File: src/uart_pkg.sv
// constants, state encodings and the state record of the serial control block
// assumes a 100 MHz bus clock and a 32-bit AXI4-Lite register port
package uart_pkg;
  localparam logic [7:0] OFS_CTRL2 = 8'h00;
  localparam logic [7:0] OFS_CTRL1 = 8'h04;
  localparam logic [7:0] OFS_STAT = 8'h08;
  localparam logic [7:0] OFS_DATA = 8'h0C;
  localparam logic [7:0] OFS_BAUD = 8'h10;
  // control two bits
  localparam int B_RXIRQ = 5;
  localparam int B_QIRQ = 4;
  localparam int B_TXON = 3;
  localparam int B_RXON = 2;
  localparam int B_STBY = 1;
  localparam int B_BRK = 0;
  // control one bits
  localparam int B_LOOP = 7;
  localparam int B_RX_SOURCE_SEL = 5;
  localparam int B_NINE = 4;
  localparam int B_WAKE = 3;
  localparam int B_DIR = 0;
  // status bits
  localparam int B_TXBUSY = 6;
  localparam int B_RXFULL = 5;
  localparam int B_IDLE = 4;
  localparam logic [7:0] CTRL_RST = 8'h00;
  // 100 MHz / 115200 baud, minus one
  localparam logic [15:0] BAUD_RST = 16'h0363;
  localparam logic [3:0] FRAME8 = 4'hA;
  localparam logic [3:0] FRAME9 = 4'hB;
  localparam logic [1:0] RESP_OK = 2'h0;
  localparam logic [1:0] RESP_ERR = 2'h2;

  typedef enum logic [1:0] {TX_IDLE, TX_DATA, TX_BREAK, TX_PREAMBLE}
    tx_state_t;
  typedef enum logic [1:0] {RX_IDLE, RX_START, RX_BITS} rx_state_t;

  typedef struct packed {
    logic [7:0] ctrl2;
    logic [7:0] ctrl1;
    logic [15:0] baud;
    logic [8:0] tx_buf;
    logic tx_buf_full;
    logic pend_idle;
    logic pend_brk;
    tx_state_t tx_st;
    logic [10:0] tx_sh;
    logic [3:0] tx_cnt;
    logic [15:0] tx_tick;
    rx_state_t rx_st;
    logic [9:0] rx_sh;
    logic [3:0] rx_cnt;
    logic [15:0] rx_tick;
    logic [8:0] rx_data;
    logic rx_full;
    logic idle_flag;
    logic idle_arm;
    logic [3:0] idle_cnt;
    logic [1:0] rxd_sync;
    logic [1:0] txd_sync;
    logic rx_prev;
    logic bvalid;
    logic [1:0] bresp;
    logic rvalid;
    logic [31:0] rdata;
    logic [1:0] rresp;
  } state_t;
endpackage : uart_pkg

File: src/uart_ctrl.sv
// serial transmit/receive control with AXI4-Lite registers
// assumes one bus clock; line pins are asynchronous and synchronised here
`timescale 1ns/1ps

module uart_ctrl (
  input wire logic aclk,
  input wire logic aresetn,
  input wire logic [7:0] awaddr,
  input wire logic awvalid,
  output logic awready,
  input wire logic [31:0] wdata,
  input wire logic [3:0] wstrb,
  input wire logic wvalid,
  output logic wready,
  output logic [1:0] bresp,
  output logic bvalid,
  input wire logic bready,
  input wire logic [7:0] araddr,
  input wire logic arvalid,
  output logic arready,
  output logic [31:0] rdata,
  output logic [1:0] rresp,
  output logic rvalid,
  input wire logic rready,
  input wire logic rxd_in,
  input wire logic txd_in,
  input wire logic gp_txd_out,
  input wire logic gp_txd_oe_n,
  output logic txd_out,
  output logic txd_oe_n,
  output logic txd_port_mode,
  output logic rxd_port_mode,
  output logic irq_rx_full,
  output logic irq_quiet_line
);
  uart_pkg::state_t s_r;
  uart_pkg::state_t s_nxt;
  logic wr_go, rd_go, loop, rx_source_sel, nine, tx_busy, owns, drive;
  logic tx_line, rx_line, tx_tick_hit, rx_bit_hit, accept, msb;
  logic [3:0] len;

  function automatic logic [3:0] frame_len(input logic nine_bit);
    frame_len = nine_bit ? uart_pkg::FRAME9 : uart_pkg::FRAME8;
  endfunction : frame_len

  function automatic logic [15:0] bump(input logic [15:0] v);
    bump = 16'(v + 16'h0001);
  endfunction : bump

  ////////////////////////////////////////////////////////////////////////////
  assign loop = s_r.ctrl1[uart_pkg::B_LOOP];
  assign rx_source_sel = s_r.ctrl1[uart_pkg::B_RX_SOURCE_SEL];
  assign nine = s_r.ctrl1[uart_pkg::B_NINE];
  assign len = frame_len(nine);
  assign tx_busy = (s_r.tx_st != uart_pkg::TX_IDLE) || s_r.tx_buf_full ||
                   s_r.pend_idle || s_r.pend_brk;
  // pin stays with the transmitter while work is queued, except in loopback with rx_source_sel clear
  assign owns = (s_r.ctrl2[uart_pkg::B_TXON] || tx_busy) &&
                !(loop && !rx_source_sel);
  assign drive = owns && (!(loop && rx_source_sel) ||
                 s_r.ctrl1[uart_pkg::B_DIR]);
  assign tx_line = (s_r.tx_st == uart_pkg::TX_IDLE) | s_r.tx_sh[0];
  // receiver input source
  assign rx_line = !loop ? s_r.rxd_sync[1] :
                   (rx_source_sel && !drive) ? s_r.txd_sync[1] : tx_line;
  assign txd_out = owns ? tx_line : gp_txd_out;
  assign txd_oe_n = owns ? !drive : gp_txd_oe_n;
  assign txd_port_mode = !owns;
  assign rxd_port_mode = !s_r.ctrl2[uart_pkg::B_RXON] || loop;
  assign irq_rx_full = s_r.rx_full &&
                       s_r.ctrl2[uart_pkg::B_RXIRQ];
  assign irq_quiet_line = s_r.idle_flag &&
                          s_r.ctrl2[uart_pkg::B_QIRQ];
  // both write channels are taken together, one write at a time
  assign wr_go = awvalid && wvalid && !s_r.bvalid;
  assign awready = wr_go;
  assign wready = wr_go;
  assign rd_go = arvalid && !s_r.rvalid;
  assign arready = !s_r.rvalid;
  assign bvalid = s_r.bvalid;
  assign bresp = s_r.bresp;
  assign rvalid = s_r.rvalid;
  assign rdata = s_r.rdata;
  assign rresp = s_r.rresp;
  assign tx_tick_hit = s_r.tx_tick == s_r.baud;
  assign rx_bit_hit = s_r.rx_tick == s_r.baud;
  assign msb = nine ? s_r.rx_sh[8] : s_r.rx_sh[7];

  ////////////////////////////////////////////////////////////////////////////
  always_comb begin
    s_nxt = s_r;
    accept = 1'b0;
    s_nxt.rxd_sync = {s_r.rxd_sync[0], rxd_in};
    s_nxt.txd_sync = {s_r.txd_sync[0], txd_in};
    s_nxt.rx_prev = rx_line;
    if (s_r.bvalid && bready) begin
      s_nxt.bvalid = 1'b0;
    end
    if (s_r.rvalid && rready) begin
      s_nxt.rvalid = 1'b0;
    end
    // transmitter: idle, break, then data; each frame is len bit times
    if (s_r.tx_st == uart_pkg::TX_IDLE) begin
      s_nxt.tx_tick = 16'h0000;
      s_nxt.tx_cnt = len;
      if (s_r.pend_idle) begin
        s_nxt.pend_idle = 1'b0;
        s_nxt.tx_sh = 11'h7FF;
        s_nxt.tx_st = uart_pkg::TX_PREAMBLE;
      end else if (s_r.pend_brk) begin
        s_nxt.pend_brk = 1'b0;
        s_nxt.tx_sh = 11'h000;
        s_nxt.tx_st = uart_pkg::TX_BREAK;
      end else if (s_r.tx_buf_full) begin
        s_nxt.tx_buf_full = 1'b0;
        s_nxt.tx_sh = nine ? {1'b1, s_r.tx_buf, 1'b0} :
                             {2'h3, s_r.tx_buf[7:0], 1'b0};
        s_nxt.tx_st = uart_pkg::TX_DATA;
      end
    end else if (tx_tick_hit) begin
      s_nxt.tx_tick = 16'h0000;
      s_nxt.tx_sh = {1'b1, s_r.tx_sh[10:1]};
      s_nxt.tx_cnt = 4'(s_r.tx_cnt - 4'h1);
      if (s_r.tx_cnt == 4'h1) begin
        s_nxt.tx_st = uart_pkg::TX_IDLE;
        // a held break bit re-queues, so a late clear may add one more
        if (s_r.tx_st == uart_pkg::TX_BREAK &&
            s_r.ctrl2[uart_pkg::B_BRK]) begin
          s_nxt.pend_brk = 1'b1;
        end
      end
    end else begin
      s_nxt.tx_tick = bump(s_r.tx_tick);
    end
    // writes after the transmitter, reads before the receiver: sets win
    if (wr_go) begin
      s_nxt.bvalid = 1'b1;
      s_nxt.bresp = uart_pkg::RESP_OK;
      unique case (awaddr)
        uart_pkg::OFS_CTRL2: if (wstrb[0]) begin
          s_nxt.ctrl2 = wdata[7:0];
          if (wdata[uart_pkg::B_TXON] && !s_r.ctrl2[uart_pkg::B_TXON] &&
              tx_busy) begin
            s_nxt.pend_idle = 1'b1;
          end
          if (wdata[uart_pkg::B_BRK] && !s_r.ctrl2[uart_pkg::B_BRK]) begin
            s_nxt.pend_brk = 1'b1;
          end
        end
        uart_pkg::OFS_CTRL1: if (wstrb[0]) begin
          s_nxt.ctrl1 = wdata[7:0];
        end
        uart_pkg::OFS_BAUD: begin
          if (wstrb[0]) s_nxt.baud[7:0] = wdata[7:0];
          if (wstrb[1]) s_nxt.baud[15:8] = wdata[15:8];
        end
        uart_pkg::OFS_DATA: if (wstrb[0] && s_r.ctrl2[uart_pkg::B_TXON]) begin
          s_nxt.tx_buf = wdata[8:0];
          s_nxt.tx_buf_full = 1'b1;
        end
        uart_pkg::OFS_STAT: ;
        default: s_nxt.bresp = uart_pkg::RESP_ERR;
      endcase
    end
    if (rd_go) begin
      s_nxt.rvalid = 1'b1;
      s_nxt.rresp = uart_pkg::RESP_OK;
      s_nxt.rdata = 32'h0000_0000;
      unique case (araddr)
        uart_pkg::OFS_CTRL2: s_nxt.rdata[7:0] = s_r.ctrl2;
        uart_pkg::OFS_CTRL1: s_nxt.rdata[7:0] = s_r.ctrl1;
        uart_pkg::OFS_BAUD: s_nxt.rdata[15:0] = s_r.baud;
        uart_pkg::OFS_STAT: begin
          s_nxt.rdata[uart_pkg::B_TXBUSY] = tx_busy;
          s_nxt.rdata[uart_pkg::B_RXFULL] = s_r.rx_full;
          s_nxt.rdata[uart_pkg::B_IDLE] = s_r.idle_flag;
        end
        uart_pkg::OFS_DATA: begin
          s_nxt.rdata[8:0] = s_r.rx_data;
          s_nxt.rx_full = 1'b0;
          s_nxt.idle_flag = 1'b0;
        end
        default: s_nxt.rresp = uart_pkg::RESP_ERR;
      endcase
    end
    // receiver
    if (!s_r.ctrl2[uart_pkg::B_RXON]) begin
      s_nxt.rx_st = uart_pkg::RX_IDLE;
      s_nxt.rx_tick = 16'h0000;
      s_nxt.idle_cnt = 4'h0;
    end else begin
      unique case (s_r.rx_st)
        uart_pkg::RX_IDLE: begin
          s_nxt.rx_tick = rx_bit_hit ? 16'h0000 : bump(s_r.rx_tick);
          if (!rx_line) s_nxt.idle_cnt = 4'h0;
          if (s_r.rx_prev && !rx_line) begin
            s_nxt.rx_st = uart_pkg::RX_START;
            s_nxt.rx_tick = 16'h0000;
          end else if (rx_bit_hit && rx_line && s_r.idle_cnt != len) begin
            s_nxt.idle_cnt = 4'(s_r.idle_cnt + 4'h1);
            if (4'(s_r.idle_cnt + 4'h1) == len) begin
              if (s_r.ctrl2[uart_pkg::B_STBY]) begin
                if (!s_r.ctrl1[uart_pkg::B_WAKE]) begin
                  s_nxt.ctrl2[uart_pkg::B_STBY] = 1'b0;
                end
              end else if (s_r.idle_arm) begin
                s_nxt.idle_flag = 1'b1;
                s_nxt.idle_arm = 1'b0;
              end
            end
          end
        end
        uart_pkg::RX_START: begin
          s_nxt.rx_tick = bump(s_r.rx_tick);
          if (s_r.rx_tick == (s_r.baud >> 1)) begin
            s_nxt.rx_tick = 16'h0000;
            s_nxt.rx_cnt = 4'h0;
            s_nxt.rx_st = rx_line ? uart_pkg::RX_IDLE : uart_pkg::RX_BITS;
          end
        end
        uart_pkg::RX_BITS: begin
          s_nxt.rx_tick = bump(s_r.rx_tick);
          if (rx_bit_hit) begin
            s_nxt.rx_tick = 16'h0000;
            s_nxt.rx_sh[s_r.rx_cnt] = rx_line;
            s_nxt.rx_cnt = 4'(s_r.rx_cnt + 4'h1);
            if (s_r.rx_cnt == 4'(len - 4'h2)) begin
              s_nxt.rx_st = uart_pkg::RX_IDLE;
              s_nxt.idle_cnt = 4'h0;
              accept = !s_r.ctrl2[uart_pkg::B_STBY];
              if (s_r.ctrl2[uart_pkg::B_STBY] &&
                  s_r.ctrl1[uart_pkg::B_WAKE] &&
                  msb) begin
                s_nxt.ctrl2[uart_pkg::B_STBY] = 1'b0;
                accept = 1'b1;
              end
            end
          end
        end
        default: s_nxt.rx_st = uart_pkg::RX_IDLE;
      endcase
    end
    if (accept) begin
      s_nxt.rx_data = nine ? s_nxt.rx_sh[8:0] : {1'b0, s_nxt.rx_sh[7:0]};
      s_nxt.rx_full = 1'b1;
      s_nxt.idle_arm = 1'b1;
    end
  end

  always_ff @(posedge aclk) begin
    if (!aresetn) begin
      s_r <= '0;
      s_r.baud <= uart_pkg::BAUD_RST;
      s_r.ctrl1 <= uart_pkg::CTRL_RST;
      s_r.ctrl2 <= uart_pkg::CTRL_RST;
      s_r.tx_st <= uart_pkg::TX_IDLE;
      s_r.rx_st <= uart_pkg::RX_IDLE;
      s_r.rxd_sync <= 2'h3;
      s_r.txd_sync <= 2'h3;
      s_r.rx_prev <= 1'b1;
    end else begin
      s_r <= s_nxt;
    end
  end
endmodule : uart_ctrl

File: config.mk
export PLATFORM = sky130hd
export DESIGN_NAME = uart_ctrl
export DESIGN_NICKNAME = d
export VERILOG_FILES = /design/src/uart_pkg.sv /design/src/uart_ctrl.sv
export SDC_FILE = /design/constraint.sdc
export NUM_CORES = 1
export LEC_CHECK = 0
export BUFFER_PORTS_ARGS = -buffer_cell sky130_fd_sc_hd__buf_2
export CORE_MARGIN = 1.5
export CORE_UTILIZATION = 50
export DETAILED_ROUTE_END_ITERATION = 8
export MAX_ROUTING_LAYER = met4
export PLACE_DENSITY_LB_ADDON = 0.05
export SETUP_SLACK_MARGIN = 0.05
export SLEW_MARGIN = 20
export SYNTH_ARGS = -nofsm -noshare
export SYNTH_HDL_FRONTEND = slang
export SYNTH_SLANG_ARGS = --single-unit
File: constraint.sdc
create_clock -name aclk -period 2.9 [get_ports aclk]
set_input_delay 0.435 -clock aclk [delete_from_list [all_inputs] [get_ports aclk]]
set_output_delay 0.435 -clock aclk [all_outputs]
set_load 0.005 [all_outputs]
# Word-level counts from Yosys, hierarchy flattened
# Index checks and enable logic that the tools add are counted.
# word_totals
wordCells,233
inputBits,63
reg_bits,152
# classes
order_cmp,2
n_mux,91
n_addsub,6
n_reduce_logical,76
bitwise,2
n_eq_ne,25
# ops
op,n
$mux W16,4
$mux W13,4
$pmux W16 S3,1
$mux W38,1
$mux W2,18
$mux W35,1
$mux W34,1
$add A16 B1 Y16 const B,2
$eq A16 B16 Y1,2
$eq A8 B4 Y1 const B,4
$mux W32,1
$mux W8,4
$mux W1,31
$mux W10,3
$reduce_bool A2 Y1,13
$reduce_and A3 Y1,8
$logic_and A1 B1 Y1,23
$mux W20,1
$mux W18,1
$mux W9,2
$eq A16 B15 Y1,1
$eq A8 B3 Y1 const B,2
$eq A8 B5 Y1 const B,2
$logic_not A8 Y1,2
other kinds (36),70

# Depth between registers and ports, before layout
# Gate-level depths: netlist of the first run.
# depth
depth_word,18
depth_mapped,9
mapped_depth_nobuf,7

# Least setup slack after synthesis of the first run
# Ideal clock, no wire load.
# synth_timing
path_type,register -> register
startpoint,register s_r[123] (netlist bit)
endpoint,register s_r[68] (netlist bit)
t_arrival_ns,2.208
stages_incl_launch_ff,8
setup_ns,0.137
period_less_slack_ns,2.345
required_ns,2.763
setup_slack_ns,0.555
cell_sequence,dfxtp_1 > or4_4 > or4b_4 > a21oi_2 > nor3_2 > a211oi_4 > buf_8 > nor3_2
# synth_between
elab_chain_cells,15
word_cells_on_any_way,17
cone_classes,4 x mux; 1 x bitwise; 12 x reduce/logical
# synth_rtl
element,line_no,source
start: declaration,uart_ctrl.sv:36,uart_pkg::state_t s_r;
start signal: assignment,uart_ctrl.sv:262,s_r <= s_nxt;
$reduce_bool A2 Y1,uart_ctrl.sv:55,assign tx_busy = (s_r.tx_st != uart_pkg::TX_IDLE) || s_r.tx_buf_full ||
$logic_or A1 B1 Y1 (2 in series),uart_ctrl.sv:55,
$logic_or A1 B1 Y1,uart_ctrl.sv:56,s_r.pend_idle || s_r.pend_brk;
$logic_or A1 B1 Y1,uart_ctrl.sv:58,assign owns = (s_r.ctrl2[uart_pkg::B_TXON] || tx_busy) &&
$logic_and A1 B1 Y1,uart_ctrl.sv:58,
$logic_and A1 B1 Y1,uart_ctrl.sv:60,assign drive = owns && (!(loop && rx_source_sel) ||
$logic_not A1 Y1,uart_ctrl.sv:65,(rx_source_sel && !drive) ? s_r.txd_sync[1] : tx_line;
$logic_and A1 B1 Y1,uart_ctrl.sv:65,
$mux W1 (*),uart_ctrl.sv:65,
$mux W1 (*),uart_ctrl.sv:64,assign rx_line = !loop ? s_r.rxd_sync[1] :
$logic_not A1 Y1 (*),uart_ctrl.sv:196,if (s_r.rx_prev && !rx_line) begin
$logic_and A1 B1 Y1 (*),uart_ctrl.sv:196,
$mux W16 (*),uart_ctrl.sv:196,
$pmux W16 S3 (*),uart_ctrl.sv:192,unique case (s_r.rx_st)
# Every way passes the cells marked *; elsewhere a longest branch is shown, timed or not.
# A chain may end at the register's enable or synchronous reset.

# Final worst setup path of the first run
# layout_timing
startpoint,register s_r[123] (netlist bit)
endpoint,output txd_out
# layout_between
elab_chain_cells,7
word_cells_on_any_way,9
cone_classes,1 x mux; 1 x bitwise; 7 x reduce/logical
# layout_rtl
element,line_no,source
$reduce_bool A2 Y1,uart_ctrl.sv:55,
$logic_or A1 B1 Y1 (2 in series),uart_ctrl.sv:55,
$logic_or A1 B1 Y1,uart_ctrl.sv:56,
$logic_or A1 B1 Y1,uart_ctrl.sv:58,
$logic_and A1 B1 Y1,uart_ctrl.sv:58,
$mux W1 (*),uart_ctrl.sv:66,assign txd_out = owns ? tx_line : gp_txd_out;
end: declaration,uart_ctrl.sv:29,"output logic txd_out,"
# Marked as above.

==> metrics.md, run 1 <==
| Metric | Value |
|---|---|
| Status | completed |
| Worst slew pin tran | 0.7029 ns |
| CTS Buf Count | 17 |
| Post-layout min period | 2.678 ns |
| Slew Viols, Final | 0 |
| Ports | 110 |
| Critical Path Fanout Max | 5 |
| Final hold viol count | 0 |
| CP delay by family, top | simple AND/OR/NAND/NOR gates |
| RSZ-0062 raised after global routing | false |
| Post-CTS sizing | 0 |
| Sequential cell area | 2983 um^2 |
| Skew-Pair Late Insertion Delay | 0.43 ns |
| WL/cell | 17.22 um |
| DP Worst Slack | 0.3012 ns |
| Leakage | 3.363 nW |
| TritonCTS clock tree | done |
| Pin count of the biggest net entering global routing | 36 |
| Mapped Cells | 873 |
| Clock sinks | 149 |
| CP cell instances | or4_4 > nor3_1 > a21o_1 > mux2_2 > buf_2 |
| Via count | 6271 |
| Initial Utilization | 51.57% |
| FF+latch count, synth | 149 |
| Clk_skew | 0.009504 ns |
| Die Height | 125.7 um |
| Worst-path clk slew | 0.06 ns |
| Die width | 125.7 um |
| YS warnings | 0 |
| CP Buf/Inv Count | 1 |
| Fin crit share | 92.35% |
| Clk pwr share | 51.5% |
| Power Density | 540.6 nW/um^2 |
| CP max stage cell | or4_4 |
| Peak Freq | 373.4 MHz |
| Antenna Cells | 0 |
| Gate power share | 3.5% |
| Post-CTS Setup Bufs | 0 |
| Design Area, Final | 8492 um^2 |
| Total grt overflow | 0 |
| I/O Buffers | 73 |
| Die area | 15790 um^2 |
| Cts hold-fix bufs | 0 |
| Total track usage | 25.52% |
| Clk Tree Root Cell | clkbuf_16 |
| Setup ws final | 0.2218 ns |
| Met1 GRT Util | 30.69% |
| Placed Area | 7863 um^2 |
| Post-DRT Antenna Nets | 0 |
| Sequential share of power | 45.0% |
| Vias in the first global route | 6216 |
| Syn-to-layout area delta | 12.87% |
| Filler cells | 1330 |
| Total negative slack | 0 ns |
| Async set-reset flop share out of synthesis | 0% |
| PnR Total Power | 4.591 mW |
| Dpl hpwl | 13960 um |
| Gp weighted congestion | 0.8796 |
| Crit Path Class | flop to output port |
| WP data required | 2.47 ns |
| Multi-input logic area | 4021 um^2 |
| Cell Rows | 44 |
| M3 GR Usage | 5.395% |
| Initial DRC Count | 433 |
| Netlist cell types | 61 |
| Cell area after synthesis | 7523 um^2 |
| Worst Setup End Kind | output port |
| Core area | 14590 um^2 |
| Avg Inst Size Synth | 8.618 um^2 |
| Initial antenna violation count | 0 |
| Switching pwr | 1.026 mW |
| Vias per cell | 5.650 |
| Number of flops mapped to enable cells by yosys | 0 |
| Final Setup Violations | 0 |
| Sequential share of the synthesized area | 39.65% |
| Max transition margin | 53.07% |
| Sw Share | 22.35% |
| MaxCap Viol Count | 0 |
| Pre-antenna DRT Iters | 5 |
| Residual DRC count | 0 |
| First-pass GRT wire length | 31180 um |
| Detailed Route WL | 19110 um |
| CP arrival | 2.24 ns |
| Worst hold path class | primary input to flop |
| VDD IR max | 0.4174 mV |
| Crit path launch type | flop |
| # nets final | 989 |
| Busiest grt layer | met2 |
| Htree depth | 4 |
| Worst-case clock buffer depth | 2 |
| GR Util met2 | 41.94% |
| Prevailing post-synth register cell | dfxtp_1 |
| Int Pwr | 3.565 mW |
| Layout cell share with drive strength beyond 1 | 17.06% |
| Max incr delay on CP | 0.57 ns |
[metrics by stage]
step | util, % | instances | hold slack, ns
2_1_floorplan | - | 890 | 0.3863
3_3_place_gp | 53.89 | 1078 | 0.3914
3_5_place_dp | 53.89 | 1078 | 0.3976
4_1_cts | 58.21 | 1110 | 0.1688
5_1_grt | 58.21 | 1110 | 0.1765
6_report | 58.21 | 1110 | 0.1847
[per-layer routing]
metal  vias to the layer above  routed length [um]
met4                         0                 489
li1                       3069                   -
met5                         -                   0
met2                       168                9315
met3                        41                 854
met1                      2993                8454
[sequential cells by signal, summed over array words and instances (netlist names)]
| register | flops |
|---|---|
| s_r | 124 |
| rdata | 16 |
| s_nxt | 2 |
| bresp | 1 |
| bvalid | 1 |
| loop | 1 |
| nine | 1 |
| rresp | 1 |
| rvalid | 1 |
| rx_source_sel | 1 |
[worst paths after layout]
path	from	end	slack, ns	depth (start not counted)
min reg2reg	s_nxt[42]	s_r[42]	0.41	1
max reg2reg	s_r[146]	s_r[78]	0.35	6
max	s_r[123]	txd_out	0.22	5
min	rready	rvalid	0.18	2
[cells by family after synthesis]
| kind of cell | Yosys count | share of synthesized area [%] |
|---|---|---|
| other cells | 1 | 0.04984 |
| mux | 42 | 5.987 |
| simple gates | 314 | 21.59 |
| flops | 149 | 39.65 |
| buf+inv | 115 | 7.750 |
| fa+ha+maj | 13 | 2.162 |
| compound gates | 159 | 13.50 |
| xor+xnor | 80 | 9.313 |
[synth_stat cells, types with 3 or more instances]
cell type | number | area (um^2)
clkbuf_1 | 51 | 191.4
or2_2 | 3 | 18.77
nor2_1 | 76 | 285.3
dfxtp_1 | 149 | 2983
a31oi_1 | 6 | 37.54
and3_1 | 11 | 68.82
and4_1 | 5 | 43.79
nand3_1 | 28 | 140.1
or3_1 | 7 | 43.79
nor3_1 | 13 | 65.06
o21ai_0 | 37 | 185.2
o22ai_1 | 5 | 31.28
a211oi_1 | 11 | 82.58
inv_1 | 22 | 82.58
nor2b_1 | 6 | 37.54
buf_4 | 37 | 277.8
a311oi_1 | 6 | 52.55
a22oi_1 | 16 | 120.1
xor2_1 | 49 | 429.2
o22a_1 | 5 | 43.79
mux2i_1 | 36 | 360.4
nand2_1 | 86 | 322.8
nand2b_1 | 10 | 62.56
a21oi_1 | 51 | 255.2
nand3b_1 | 3 | 22.52
nand4_1 | 17 | 106.4
nand4b_1 | 4 | 35.03
nor3_2 | 11 | 110.1
nor4_1 | 10 | 62.56
and2_1 | 10 | 62.56
o31ai_1 | 3 | 22.52
xnor2_1 | 31 | 271.5
buf_1 | 3 | 11.26
mux2_2 | 4 | 45.04
ha_1 | 13 | 162.7
a22o_1 | 3 | 26.28
o2bb2ai_1 | 3 | 26.28
or4_1 | 3 | 22.52
[cell type report]
type	instances	share of cell area, %
clock buffer	18	5.054
clock inverter	14	2.357
inverter	22	0.9724
multi-input combinational	626	47.36
sequential	149	35.13
tap	184	2.711
timing repair buffer	97	6.424
[cell usage in the layout (no fill, tap or decap), types with 7 or more instances in the layout]
cell | Yosys | routed
buf_4 | 37 | 24
nand4_1 | 17 | 17
and3_1 | 11 | 11
a22oi_1 | 16 | 16
a211oi_1 | 11 | 11
nor4_1 | 10 | 10
nand3_1 | 28 | 28
dfxtp_1 | 149 | 149
mux2i_1 | 36 | 36
nand2_1 | 86 | 86
or3_1 | 7 | 7
conb_1 | 1 | 18
inv_1 | 22 | 21
clkbuf_16 | 0 | 17
a21oi_1 | 51 | 51
ha_1 | 13 | 13
nor3_2 | 11 | 11
buf_2 | 1 | 73
nand2b_1 | 10 | 10
nor3_1 | 13 | 13
nor2_1 | 76 | 76
o21ai_0 | 37 | 37
xor2_1 | 49 | 49
and2_1 | 10 | 10
xnor2_1 | 31 | 31
[power groups by stage]
stage / clock network [mW] / logic (mW) / registers [mW]
floorplan: 0 / 0.110 / 2.11
global placement: 0 / 0.155 / 2.11
detailed placement: 0 / 0.159 / 2.11
CTS: 2.40 / 0.159 / 2.06
global route: 2.50 / 0.177 / 2.06
finish: 2.37 / 0.160 / 2.06
Power figures use the tool's default switching activity.
==> run 2: changes to the inputs <==
--- a/config.mk
+++ b/config.mk
@@ -5,10 +5,10 @@
 export SDC_FILE = /design/constraint.sdc
 export NUM_CORES = 1
 export LEC_CHECK = 0
-export BUFFER_PORTS_ARGS = -buffer_cell sky130_fd_sc_hd__buf_2
 export CORE_MARGIN = 1.5
 export CORE_UTILIZATION = 50
 export DETAILED_ROUTE_END_ITERATION = 8
+export DONT_BUFFER_PORTS = 1
 export MAX_ROUTING_LAYER = met4
 export PLACE_DENSITY_LB_ADDON = 0.05
 export SETUP_SLACK_MARGIN = 0.05
==> metrics.md, run 2 (synthesis results as in run 1) <==
| Metric | Value |
|---|---|
| Filler cells | 1357 (+2.0%) |
| Post-CTS sizing | 0 (unchanged) |
| Die area | 15790 um^2 (unchanged) |
| Vias in the first global route | 5927 (-4.6%) |
| Biggest register | s_r |
| TritonCTS clock tree | done |
| Post-layout min period | 2.643 ns (-0.03552 ns) |
| WL/cell | 18.14 um (+5.4%) |
| Total track usage | 25.39% (-0.13 points) |
| Commonest non-fill, non-tap cell in the layout | dfxtp_1 |
| Worst-path clk slew | 0.06 ns (about the same) |
| Via count | 5946 (-5.2%) |
| PnR Total Power | 4.281 mW (-6.7%) |
| Die width | 125.7 um (unchanged) |
| Worst-case clock buffer depth | 2 (unchanged) |
| Slew Viols, Final | 0 (unchanged) |
| Power Density | 532.5 nW/um^2 (-1.5%) |
| Pin count of the biggest net entering global routing | 56 (+56%) |
| Antenna Cells | 0 (unchanged) |
| Clk_skew | 0.006670 ns (-0.002834 ns) |
| Clock sinks | 149 (unchanged) |
| Final hold viol count | 0 (unchanged) |
| Hold depth | 1 (-1) |
| Pre-antenna DRT Iters | 5 (unchanged) |
| Cell Rows | 44 (unchanged) |
| Layout cell share with drive strength beyond 1 | 9.316% (-7.7 points) |
| WP data required | 3.22 ns (+0.75 ns) |
| Peak Freq | 378.4 MHz (+1.3%) |
| Dpl hpwl | 13590 um (-2.6%) |
| Worst hold path class | primary input to flop |
| RSZ-0062 raised after global routing | false |
| First-pass GRT wire length | 31090 um (-0.29%) |
| Syn-to-layout area delta | 6.868% |
| Ports | 110 (unchanged) |
| Vias per cell | 5.762 (+2.0%) |
| CP arrival | 2.96 ns (+0.72 ns) |
| Status | completed |
| Worst Setup End Kind | flop |
| # nets final | 913 (-7.7%) |
| Crit path launch | s_r[144] |
| Core area | 14590 um^2 (unchanged) |
| Skew-Pair Late Insertion Delay | 0.42 ns (about the same) |
| Detailed Route WL | 18730 um (-2.0%) |
| Max transition margin | 51.83% (-1.2 points) |
| Residual DRC count | 0 (unchanged) |
| VDD IR max | 0.4117 mV (-1.4%) |
| Largest register FFs | 124 (unchanged) |
| Design Area, Final | 8040 um^2 (-5.3%) |
| Clk Tree Root Cell | clkbuf_16 |
| Gp weighted congestion | 0.8612 (-2.1%) |
| Leakage | 3.013 nW (-10%) |
| RR Startpoint | s_r[144] |
| Post-DRT Antenna Nets | 0 (unchanged) |
| Total grt overflow | 0 (unchanged) |
| Critical Path Fanout Max | 8 (+3) |
| Die Height | 125.7 um (unchanged) |
| CTS Buf Count | 17 (unchanged) |
| Final Setup Violations | 0 (unchanged) |
| Hold Crit Start | aresetn |
| R2R cell count | 6 (unchanged) |
| Initial Utilization | 51.57% (unchanged) |
| Crit path launch type | flop |
| Placed Area | 7475 um^2 (-4.9%) |
| Initial DRC Count | 414 (-4.4%) |
| Initial antenna violation count | 0 (unchanged) |
| MaxCap Viol Count | 0 (unchanged) |
| Crit Path Class | flop to flop |
| Total negative slack | 0 ns (unchanged) |
| Cts hold-fix bufs | 0 (unchanged) |
| Commonest cells after routing, fill and taps aside | 149 x dfxtp_1, 86 x nand2_1, 76 x nor2_1, 51 x a21oi_1, 49 x xor2_1 |
| Htree depth | 4 (unchanged) |
| Fin crit share | 91.13% (-1.2 points) |
| I/O Buffers | 0 (-100%) |
| Post-CTS Setup Bufs | 0 (unchanged) |
| Worst slew pin tran | 0.7208 ns (+0.01787 ns) |
[run 2: where the power goes]
part	internal (mW)	switching, mW	total (mW)
registers	2.06	0.00917	2.07
clock network	1.30	0.831	2.13
logic	0.0288	0.0561	0.0849
[run 2: final timing paths]
kind         endpoint  slack [ns]
min reg2reg   s_r[42]        0.41
max reg2reg   s_r[78]        0.26
max           s_r[78]        0.26
min           s_r[38]        0.11
[run 2: per-layer routing]
| layer | global-route usage [%] | vias up | wire length [um] |
|---|---|---|---|
| li1 | - | 2913 | - |
| met1 | 31.76 | 2850 | 8454 |
| met2 | 41.75 | 159 | 9077 |
| met3 | 4.078 | 24 | 830 |
| met4 | 8.890 | 0 | 363 |
| met5 | - | - | 0 |
[run 2: critical path, cell delays in order, from the launching register on]
cell and delay (ns):
dfxtp_1 0.54, xnor2_1 0.16, nand4_1 0.16, nor4_4 0.59, o2bb2ai_1 0.32, or3_1 0.47, o32ai_1 0.30
[run 2: through the flow]
stage	util [%]	setup WS (ns)	cells	hold WS, ns
after CTS	55.11	0.2912	1032	0.07037
after floorplan	-	0.5548	890	0.3863
after global routing	55.11	0.05440	1032	0.08834
final	55.11	0.2573	1032	0.1082
after global placement	51.24	0.3834	1002	0.3918
after detailed placement	51.24	0.3310	1002	0.3963
[run 2: final cells by class]
cell class / instances / area (um^2) / area share [%]
Clock buffer: 21 / 460.4 / 5.727
Clock inverter: 9 / 105.1 / 1.307
Inverter: 22 / 82.58 / 1.027
Multi-Input combinational cell: 626 / 4021 / 50.02
Sequential cell: 149 / 2983 / 37.10
Tap cell: 184 / 230.2 / 2.863
Timing Repair Buffer: 21 / 157.7 / 1.961
==> run 3: changes to the inputs <==
--- a/config.mk
+++ b/config.mk
@@ -6,7 +6,7 @@
 export NUM_CORES = 1
 export LEC_CHECK = 0
 export CORE_MARGIN = 1.5
-export CORE_UTILIZATION = 50
+export CORE_UTILIZATION = 38
 export DETAILED_ROUTE_END_ITERATION = 8
 export DONT_BUFFER_PORTS = 1
 export MAX_ROUTING_LAYER = met4
==> metrics.md, run 3 (synthesis results as in run 1) <==
| Metric | Value |
|---|---|
| Status | completed |
| Gate power share | 1.9% (about the same) |
| Ports | 110 (unchanged) |
| Peak Freq | 384.0 MHz (+1.5%) |
| I/O Buffers | 0 (unchanged) |
| Initial Utilization | 38.66% (-13 points) |
| Vias in the first global route | 5654 (-4.6%) |
| Post-layout min period | 2.604 ns (-0.03843 ns) |
| Post-DRT Antenna Nets | 0 (unchanged) |
| Total track usage | 20.59% (-4.8 points) |
| Skew-Pair Late Insertion Delay | 0.43 ns (about the same) |
| Leakage | 3.066 nW (+1.8%) |
| Die Height | 143.7 um (+14%) |
| Worst Setup End Kind | output port |
| Pre-antenna DRT Iters | 5 (unchanged) |
| Commonest non-fill, non-tap cell in the layout | dfxtp_1 |
| CP Buf/Inv Count | 0 (unchanged) |
| Gp weighted congestion | 0.8344 (-3.1%) |
| CP max stage cell | or4_4 |
| Total negative slack | 0 ns (unchanged) |
| Biggest register | s_r |
| PnR Total Power | 4.537 mW (+6.0%) |
| Crit path launch type | flop |
| Max transition margin | 52.49% (+0.66 points) |
| Die area | 20650 um^2 (+31%) |
| Worst slew pin tran | 0.7100 ns (-0.01076 ns) |
| Critical Path Fanout Max | 5 (-3) |
| WL/cell | 17.93 um (-1.2%) |
| WP data required | 2.47 ns (-0.75 ns) |
| Clock sinks | 149 (unchanged) |
| RSZ-0062 raised after global routing | false |
| Clk Tree Root Cell | clkbuf_16 |
| Worst hold path class | primary input to flop |
| # nets final | 917 (+0.44%) |
| Commonest cells after routing, fill and taps aside | 149 x dfxtp_1, 86 x nand2_1, 76 x nor2_1, 51 x a21oi_1, 49 x xor2_1 |
| Fin crit share | 89.80% (-1.3 points) |
| Detailed Route WL | 20060 um (+7.1%) |
| CTS Buf Count | 17 (unchanged) |
| Post-CTS Setup Bufs | 0 (unchanged) |
| Clk_skew | 0.007360 ns (+0.0006900 ns) |
| Power Density | 550.2 nW/um^2 (+3.3%) |
| Setup ws final | 0.2957 ns (+0.03843 ns) |
| Vias per cell | 5.248 (-8.9%) |
| First-pass GRT wire length | 31430 um (+1.1%) |
| Pin count of the biggest net entering global routing | 56 (unchanged) |
| Die width | 143.7 um (+14%) |
| Clk pwr share | 52.5% (+2.8 points) |
| Post-CTS sizing | 0 (unchanged) |
| Max incr delay on CP | 0.56 ns (-0.03 ns) |
| Switching pwr | 0.9366 mW (+4.5%) |
| Cts hold-fix bufs | 0 (unchanged) |
| Largest register FFs | 124 (unchanged) |
| Final Setup Violations | 0 (unchanged) |
| Via count | 5873 (-1.2%) |
| Layout cell share with drive strength beyond 1 | 10.07% (+0.75 points) |
| Initial DRC Count | 372 (-10%) |
| Antenna Cells | 0 (unchanged) |
| Total grt overflow | 0 (unchanged) |
| Dpl cells | 1087 (+8.5%) |
| Initial antenna violation count | 0 (unchanged) |
| CP delay by family, top | simple AND/OR/NAND/NOR gates |
| TritonCTS clock tree | done |
| Final hold viol count | 0 (unchanged) |
| DP Worst Slack | 0.3597 ns (+0.02867 ns) |
| Design Area, Final | 8247 um^2 (+2.6%) |
| MaxCap Viol Count | 0 (unchanged) |
| VDD IR max | 0.4124 mV (+0.17%) |
| CP arrival | 2.17 ns (-0.79 ns) |
| Worst-case clock buffer depth | 2 (unchanged) |
| Placed Area | 7606 um^2 (+1.8%) |
| Sequential share of power | 45.6% (-2.7 points) |
| Residual DRC count | 0 (unchanged) |
| CP cell instances | or4_4 > nor3_1 > a21o_1 > mux2_2 |
| Dpl hpwl | 14630 um (+7.6%) |
| Worst-path clk slew | 0.06 ns (about the same) |
| Crit Path Class | flop to output port |
| Cell Rows | 51 (+16%) |
| Core area | 19460 um^2 (+33%) |
| Final std cells w/o fill | 1119 (+8.4%) |
| Sw Share | 20.64% (-0.30 points) |
| Int Pwr | 3.601 mW (+6.4%) |
| Slew Viols, Final | 0 (unchanged) |
| Syn-to-layout area delta | 9.613% |
| Htree depth | 4 (unchanged) |
run 3: cell types whose count changed in the layout (fill, tap and decap cells not counted):
| cell | delta |
|---|---|
| clkinv_2 | -2 |
| bufinv_16 | +1 |
| clkinv_4 | -2 |
| clkinvlp_4 | +1 |
| clkbuf_1 | -1 |
| buf_4 | +4 |
| clkbuf_8 | +5 |
run 3: cell type report:
class | instances | area [um^2]
Inverter | 22 | 82.58
Clock buffer | 25 | 525.5
Sequential cell | 149 | 2983
Tap cell | 265 | 331.6
Timing Repair Buffer | 25 | 187.7
Clock inverter | 7 | 115.1
Fill cell | 1938 | 11220
Multi-Input combinational cell | 626 | 4021
run 3: final timing paths:
| check | endpoint | cells past startpoint | from | slack, ns |
|---|---|---|---|---|
| min reg2reg | s_r[40] | 1 | s_nxt[40] | 0.41 |
| max | txd_out | 4 | s_r[123] | 0.30 |
| max reg2reg | s_r[52] | 7 | s_r[146] | 0.32 |
| min | s_r[38] | 1 | aresetn | 0.10 |
run 3: layer usage:
metal / vias up / global-route usage, % / routed length (um)
met2: 124 / 33.63 / 9786
li1: 2925 / - / -
met4: 0 / 4.726 / 173
met3: 12 / 4.865 / 835
met1: 2812 / 25.81 / 9267
met5: - / - / 0
run 3: power by group through the flow:
stage                     Clock [mW]  Sequential [mW]  Combinational [mW]
final                           2.38             2.07              0.0866
after global routing            2.52             2.07              0.0967
after CTS                       2.43             2.07              0.0859
after detailed placement           0             2.11              0.0856
after global placement             0             2.11              0.0841
after floorplan                    0             2.11               0.110
run 3: metrics by stage:
stage | hold WS [ns] | util, %
2_1_floorplan | 0.3863 | -
3_5_place_dp | 0.3947 | 39.08
4_1_cts | 0.06823 | 42.37
6_report | 0.1009 | 42.37
5_1_grt | 0.07064 | 42.37
3_3_place_gp | 0.3931 | 39.08
